File: config.mk
export PLATFORM = sky130hd
export DESIGN_NAME = pcec_top
export DESIGN_NICKNAME = d
export VERILOG_FILES = /design/src/shared/pcec_pkg.sv /design/src/shared/pcec_err_if.sv /design/src/logic/pcec_parity.sv /design/src/logic/pcec_top.sv
export SDC_FILE = /design/constraint.sdc
export NUM_CORES = 1
export LEC_CHECK = 0
export ABC_AREA = 1
export BUFFER_PORTS_ARGS = -buffer_cell sky130_fd_sc_hd__buf_2
export CAP_MARGIN = 20
export CORE_UTILIZATION = 47
export DETAILED_ROUTE_END_ITERATION = 16
export GPL_ROUTABILITY_DRIVEN = 0
export GPL_TIMING_DRIVEN = 0
export PLACE_DENSITY = 0.88
export SYNTH_ARGS = -nofsm -noshare
export SYNTH_HDL_FRONTEND = slang
export SYNTH_SLANG_ARGS = --single-unit
File: constraint.sdc
create_clock -name clk -period 1.7 [get_ports clk]
set_input_delay 0 -clock clk [delete_from_list [all_inputs] [get_ports clk]]
set_output_delay 0 -clock clk [all_outputs]
set_load 0.1 [all_outputs]
File: src/shared/pcec_pkg.sv
package pcec_pkg;
  // ****************************************
  // register map
  // ****************************************
  localparam logic [11:0] CMD_OFS = 12'h004;
  localparam logic [11:0] ERRSTAT_OFS = 12'h008;
  localparam logic [11:0] ERRCNT_OFS = 12'h00c;
  // ****************************************
  // command field positions
  // ****************************************
  localparam int SPC_POS = 3;
  localparam int MWI_POS = 4;
  localparam int PAL_POS = 5;
  localparam int PER_POS = 6;
  localparam int WAIT_POS = 7;
  localparam int SERR_POS = 8;
  localparam int FBB_POS = 9;
  // status register bit positions
  localparam int DPE_POS = 0;
  localparam int NF_POS = 1;
  localparam int FT_POS = 2;
  // ****************************************
  // reset values
  // ****************************************
  localparam logic PER_RST = 1'h0;
  localparam logic SERR_RST = 1'h0;
  localparam logic [15:0] CNT_RST = 16'h0000;
endpackage

File: src/shared/pcec_err_if.sv
`timescale 1ns/100ps
interface pcec_err_if;
  logic par_err;
  logic per_en;
  logic serr_en;
  logic par_resp;
  logic dpe_set;
  modport regs (output per_en, output serr_en, input par_resp,
    input dpe_set);
  modport chk (input par_err, input per_en, output par_resp,
    output dpe_set);
endinterface

File: src/logic/pcec_parity.sv
`timescale 1ns/100ps
module pcec_parity (
  pcec_err_if.chk err
);
  // ****************************************
  // parity error steering
  // ****************************************
  always_comb begin
    // the status flag is set regardless of the enable
    err.dpe_set = err.par_err;
    err.par_resp = err.par_err & err.per_en;
  end
endmodule

File: src/logic/pcec_top.sv
`timescale 1ns/100ps
module pcec_top (
  input wire logic clk,
  input wire logic rst,
  input wire logic psel,
  input wire logic penable,
  input wire logic pwrite,
  input wire logic [11:0] paddr,
  input wire logic [31:0] pwdata,
  input wire logic [3:0] pstrb,
  output logic [31:0] prdata,
  output logic pready,
  output logic pslverr,
  input wire logic parity_err_det,
  input wire logic nonfatal_det,
  input wire logic fatal_det,
  output logic parity_resp,
  output logic nonfatal_msg,
  output logic fatal_msg,
  output logic per_en_o,
  output logic serr_en_o
);
  // ****************************************
  // state
  // ****************************************
  typedef struct packed {
    logic per;
    logic serr;
    logic dpe;
    logic nf;
    logic ft;
    logic [15:0] cnt;
    logic [31:0] rdata;
    logic ready;
    logic slverr;
    logic resp;
    logic nf_out;
    logic ft_out;
  } pcec_state_t;

  pcec_state_t st_ff;
  pcec_state_t nxt_st;
  pcec_err_if eif ();

  assign eif.par_err = parity_err_det;
  assign eif.per_en = st_ff.per;
  assign eif.serr_en = st_ff.serr;

  pcec_parity u_par (
    .err(eif)
  );

  function automatic logic hit(input logic [11:0] a, input logic [11:0] o);
    hit = (a == o);
  endfunction

  logic access;
  logic wr;
  logic [31:0] w1c;
  assign access = psel & penable & ~st_ff.ready;
  assign wr = access & pwrite;
  assign w1c = (wr & hit(paddr, pcec_pkg::ERRSTAT_OFS) & pstrb[0]) ?
    pwdata : 32'h00000000;

  // ****************************************
  // next state
  // ****************************************
  always_comb begin
    nxt_st = st_ff;
    nxt_st.ready = access;
    nxt_st.slverr = 1'b0;
    nxt_st.rdata = 32'h00000000;
    // only the two enables hold written data, the rest stay zero
    if (wr && hit(paddr, pcec_pkg::CMD_OFS)) begin
      if (pstrb[0]) begin
        nxt_st.per = pwdata[pcec_pkg::PER_POS];
      end
      if (pstrb[1]) begin
        nxt_st.serr = pwdata[pcec_pkg::SERR_POS];
      end
    end
    // a status flag set wins over its clear in the same cycle, but a counter clear wins over the increment
    if (w1c[pcec_pkg::DPE_POS]) begin
      nxt_st.dpe = 1'b0;
    end
    if (w1c[pcec_pkg::NF_POS]) begin
      nxt_st.nf = 1'b0;
    end
    if (w1c[pcec_pkg::FT_POS]) begin
      nxt_st.ft = 1'b0;
    end
    if (eif.dpe_set) begin
      nxt_st.dpe = 1'b1;
      nxt_st.cnt = st_ff.cnt + 16'h0001;
    end
    if (nonfatal_det) begin
      nxt_st.nf = 1'b1;
    end
    if (fatal_det) begin
      nxt_st.ft = 1'b1;
    end
    if (wr && hit(paddr, pcec_pkg::ERRCNT_OFS)) begin
      nxt_st.cnt = pcec_pkg::CNT_RST;
    end
    nxt_st.resp = eif.par_resp;
    // suppressed errors are dropped, not held for later
    nxt_st.nf_out = nonfatal_det & st_ff.serr;
    nxt_st.ft_out = fatal_det & st_ff.serr;
    if (access && !pwrite) begin
      unique case (paddr)
        pcec_pkg::CMD_OFS: begin
          // hardwired bits never driven here
          nxt_st.rdata[pcec_pkg::PER_POS] = st_ff.per;
          nxt_st.rdata[pcec_pkg::SERR_POS] = st_ff.serr;
        end
        pcec_pkg::ERRSTAT_OFS: begin
          nxt_st.rdata[pcec_pkg::DPE_POS] = st_ff.dpe;
          nxt_st.rdata[pcec_pkg::NF_POS] = st_ff.nf;
          nxt_st.rdata[pcec_pkg::FT_POS] = st_ff.ft;
        end
        pcec_pkg::ERRCNT_OFS: begin
          nxt_st.rdata[15:0] = st_ff.cnt;
        end
        default: begin
          nxt_st.slverr = 1'b1;
        end
      endcase
    end
    if (wr && !hit(paddr, pcec_pkg::CMD_OFS) &&
        !hit(paddr, pcec_pkg::ERRSTAT_OFS) &&
        !hit(paddr, pcec_pkg::ERRCNT_OFS)) begin
      nxt_st.slverr = 1'b1;
    end
  end

  // ****************************************
  // registers
  // ****************************************
  always_ff @(posedge clk) begin
    if (rst) begin
      st_ff <= '0;
      st_ff.per <= pcec_pkg::PER_RST;
      st_ff.serr <= pcec_pkg::SERR_RST;
      st_ff.cnt <= pcec_pkg::CNT_RST;
    end else begin
      st_ff <= nxt_st;
    end
  end

  assign prdata = st_ff.rdata;
  assign pready = st_ff.ready;
  assign pslverr = st_ff.slverr;
  assign parity_resp = st_ff.resp;
  assign nonfatal_msg = st_ff.nf_out;
  assign fatal_msg = st_ff.ft_out;
  assign per_en_o = st_ff.per;
  assign serr_en_o = st_ff.serr;
endmodule

**Yosys cells after proc, flatten, opt, wreduce, memory -nomap -nowiden**

Cells that the tools add are included.

- Memories: 0
- Bits in read-only memories: 0
- RAM bits: 0
- Bits in registers: 58
- Bits in latches: 0
- Logic and storage cells: 61
- Output and inout port bits: 39
- Bits of input ports: 56

- Bitwise operators: 11
- Multipliers: 0
- Equal/unequal tests: 3
- Order comparisons: 0
- Div/mod/pow operators: 0
- Reductions and logical operators: 19
- Add/sub/neg operators: 1
- Shift operators: 0
- Muxes and demuxes: 13

Operators by type and width:

| kind | count |
|---|---|
| 12-bit by 4-bit == test with 1-bit output (second input constant) | 2 |
| 16-bit by 1-bit adder with 16-bit output (second input constant) | 1 |
| 12-bit by 3-bit == test with 1-bit output (second input constant) | 1 |
| 1-bit 2-to-1 mux | 9 |
| 1-bit bitwise AND | 8 |
| 1-bit logical AND | 6 |
| 3-bit case mux with 2 select lines | 1 |
| 2-bit nonzero test | 3 |
| 3-bit OR reduction | 2 |
| 1-bit zero test | 4 |
| 1-bit case mux with 2 select lines | 2 |
| 2-bit AND reduction | 2 |
| 2-bit OR reduction | 2 |
| 3-bit 2-to-1 mux | 1 |
| 1-bit NOT | 3 |

**Logic depth before layout (Yosys ltp)**

- Depth after elaboration: 8
- Gate-level depth with buffers: 9
- Mapped depth without buffers: 9

**By module**

Synthesis repeated with hierarchy kept, for this count alone.

- Cell total of the unflattened synthesis: 264
- Area total of the unflattened synthesis: 2,050.7 um2

By module, submodules not included:

| module | times used | sequential area each (um2) | area each (um2) | cells each |
|---|---|---|---|---|
| pcec_top | 1 | 840.8 | 2,035.7 | 261 |
| pcec_parity | 1 | 0.0 | 15.0 | 3 |

**Least setup slack after synthesis**

OpenSTA, ideal clock, no wires.

- Kind: flip-flop to flip-flop
- Start point: reg st_ff, in the netlist pready
- End point: reg st_ff, in the netlist prdata[15]
- Arrival: 1,601 ps
- Setup slack: -21 ps
- Path buffers: 1
- Data required time: 1,581 ps
- Library setup time: 119 ps
- Cell stages (with the launch flop): 7
- Period minus slack after synthesis: 1,721 ps
- Cells stage by stage: dfxtp_1 inv_1 nand3_1 nor2_2 nand2_1 buf_4 nor3b_2

- Longest elaborated chain between the ends: 5

RTL lines:

| what | line | text |
|---|---|---|
| start, declared | pcec_top.sv:41 | `pcec_state_t st_ff;` |
| start signal, assigned | pcec_top.sv:146 | `st_ff <= nxt_st;` |
| 1-bit NOT | pcec_top.sv:60 | `assign access = psel & penable & ~st_ff.ready;` |
| 1-bit bitwise AND | pcec_top.sv:60 |  |
| 1-bit logical AND | pcec_top.sv:109 | `if (access && !pwrite) begin` |
| 1-bit NOT (no source line) | -- |  |
| 3-bit OR reduction (no source line) | -- |  |

Every way passes these cells.
A chain may end at the register's enable or synchronous reset.

**Worst setup path in the final report**

- Start point: reg st_ff[37] (netlist bit)
- End point: reg st_ff[51] (netlist bit)

- Longest elaborated chain between the ends: 1

RTL lines:

| what | line | text |
|---|---|---|
| 16-bit by 1-bit adder with 16-bit output | pcec_top.sv:94 | `nxt_st.cnt = st_ff.cnt + 16'h0001;` |

Every way passes these cells.

==> run metrics <==
IO Port Bufs=48; area leader, netlist=dfxtp_1; r2r endpoint=st_ff[51]$_SDFFE_PP0P_; final setup fails=0; Ports=95; M1 GR Usage=21.9%; reg2reg path depth=8; status=completed; routed len/inst=10.9 um; maxcap violations=0; Overflow after GRT=0; Area Growth Syn to Fin=25.5%; setup_tns=0 ps; Setup crit end kind=flip-flop; ant diodes=0; Tightest Pin Transition=503 ps; row cnt=24; H-tree depth=2; Fmax=723 MHz; hold wc startpoint=pwdata[0]; Synth cell types=29; ys async rst share=0%; Syn Area/Cell=7.53 um^2; DRT Wirelength=4460 um; CTS Hold Bufs=7; CTS Sinks=42; top-area cell type share of the netlist area=39.8%; unrepaired setup endpoints after global routing=no; WP buf/inv=0; total die area=4770 um^2; CP required=1890 ps; Core ar.=4320 um^2; hold depth=4; drt drc=0; Worst Hold End=st_ff[55]$_SDFFE_PP0P_; Skew-Pair Late Insertion Delay=300 ps; yosys warns=0; Synth top cells by count=nand2_1 (58), nor2_1 (43), dfxtp_1 (42); vias in the first global route=1802; crit path launch=st_ff[37]$_SDFFE_PP0P_; Post-DRT Antenna Nets=0; relative slew slack=66.5%; post-cts sizing count=0; startpoint class of the critical path=flip-flop; post-synthesis instance area=2110 um^2; #FFs+latches synth=42; largest net degree at the start of global routing=13; Clock Pin Slew Worst Setup and Hold Paths=80 ps; Worst Path Arrival=1570 ps; initial antenna violation count=0; CP max FO=5; Root Buffer=clkbuf_8; Die X=69.1 um; Num CTS Buffers=5; clock buffer depth=2; peak supply drop=381 uV; Die Y=69.1 um; Nets=415; initial DRC count=73; Leak=1.33 nW; CP delay by family, top=simple AND/OR/NAND/NOR gates; CP max-delay cell=dfxtp_1; CTS tree=yes; Hold Fails Final Rpt=0; Period minus WS final=1380 ps; Power per Cell Area=789 nW/um^2; clk_skew=7.70 ps; via count=1913; final std cells w/o fill=411; Max Slew Vio Count=0; met3 Use GR=3.51%; Synth area leaders=dfxtp_1 (40%), buf_4 (12%), nand2_1 (10%); reg2reg setup slack=320 ps; CP Class=flip-flop to flip-flop; first-pass GRT wire length=7670 um; Total Routing Usage GR=19.9%; worst r2r src=st_ff[37]$_SDFFE_PP0P_; ys flop type=dfxtp_1; GR peak layer=met2; Top cell by count, worst path=nand2_1; layout cell share with drive strength beyond 1=32.6%; Vias per Instance=4.65; sequential fraction of the synthesis area=39.8%; met2 Resource Use GR=36.5%; crit-path max cell delay=420 ps; post-CTS setup buffer count=0; Cells after Synth=281; EDFF count, synth=0; detailed placement HPWL=3140 um; Tcrit/Tclk final=81.3%; most frequent cell after synthesis=nand2_1; placed cell count=396; worst path cell trace=ha_1, nand2_1, nor2_1, nand2_1, nor2_2, nand3_1, nand2_1, nor2_1; DR pass1 iterations=5; Hold Path Class=input port to flip-flop; Initial Util=48.9%
==> registers in the layout, summed over array words and instances (netlist names) <==
name,count
serr_en_o,1
pready,1
st_ff,19
pslverr,1
nonfatal_msg,1
fatal_msg,1
prdata,16
per_en_o,1
parity_resp,1
==> logic make-up (layout without fill, tap and decap cells) <==
| logic type | count (synthesis) | in the layout | synth area share, % |
|---|---|---|---|
| AND/OR/NAND/NOR | 157 | 157 | 37.2 |
| XOR/XNOR | 5 | 5 | 2.07 |
| adder cells (fa/ha/maj) | 1 | 1 | 0.592 |
| buffers and inverters | 67 | 130 | 18.3 |
| AO/OA/AOI/OAI | 8 | 8 | 1.89 |
| flip-flops | 42 | 42 | 39.8 |
| other | 1 | 16 | 0.177 |
==> power breakdown <==
group / switching (W) / total (W) / internal (W)
combinational: 0.000233 / 0.000315 / 0.0000814
clock: 0.000332 / 0.000772 / 0.000439
sequential: 0.0000114 / 0.00101 / 0.000997
==> worst max-delay path by stage <==
stage,slack (ps),endpoint,cells past startpoint
2_1_floorplan,310,prdata[15]$_SDFF_PP0_,6
3_3_place_gp,400,st_ff[51]$_SDFFE_PP0P_,8
3_5_place_dp,370,st_ff[51]$_SDFFE_PP0P_,8
4_1_cts,330,st_ff[51]$_SDFFE_PP0P_,8
5_1_grt,140,st_ff[51]$_SDFFE_PP0P_,9
6_report,320,st_ff[51]$_SDFFE_PP0P_,8
==> cells in the final DEF, fill, tap and decap left out, types with 2 or more instances in the layout <==
cell type       n
nand3_1        18
nor3_2          7
nand2_2         3
conb_1         16
nor2_2          6
a21oi_1         6
nor3_1          3
xor2_1          3
dlygate4sd3_1   7
dfxtp_1        41
nor3b_2         3
o21ai_1         2
and2_1          2
clkbuf_8        5
buf_2          48
clkbuf_1        3
inv_2           4
inv_1          27
nand2_1        58
nor2_1         43
buf_4          34
nand4_1         7
xnor2_1         2
==> metrics by stage <==
step	setup WS, ps	hold WS [ps]	total power, W	util, %	area [um^2]
global placement	401	223	0.00132	57.3	2480
global route	145	34.4	0.00217	61.4	2650
detailed placement	369	226	0.00133	57.3	2480
CTS	331	4.46	0.00211	61.4	2650
finish	317	7.62	0.00209	61.4	2650
floorplan	307	71.6	0.00128	-	2170
==> per-layer routing <==
metal  up-vias  part of all wire (%)  wire [um]
met5         -                     0          0
met3        14                   3.5        157
met1       864                    41       1830
met2        60                    52       2340
li1        975                     -          -
met4         0                   3.1        138
==> tightest hold or removal path, stage by stage <==
cell and delay (ps):
buf_2 100, nand4_1 80, nand2_1 50, nand2_1 50
==> final cells by class <==
type,instances,area (um^2)
Inverter,31,116
Fill cell,363,1670
Buffer,36,270
Tap cell,52,65.1
Sequential cell,42,842
Clock inverter,1,30.0
Multi-Input combinational cell,187,943
Timing Repair Buffer,55,310
Clock buffer,7,76.3
No activity file was read; power rests on OpenSTA's default activity.
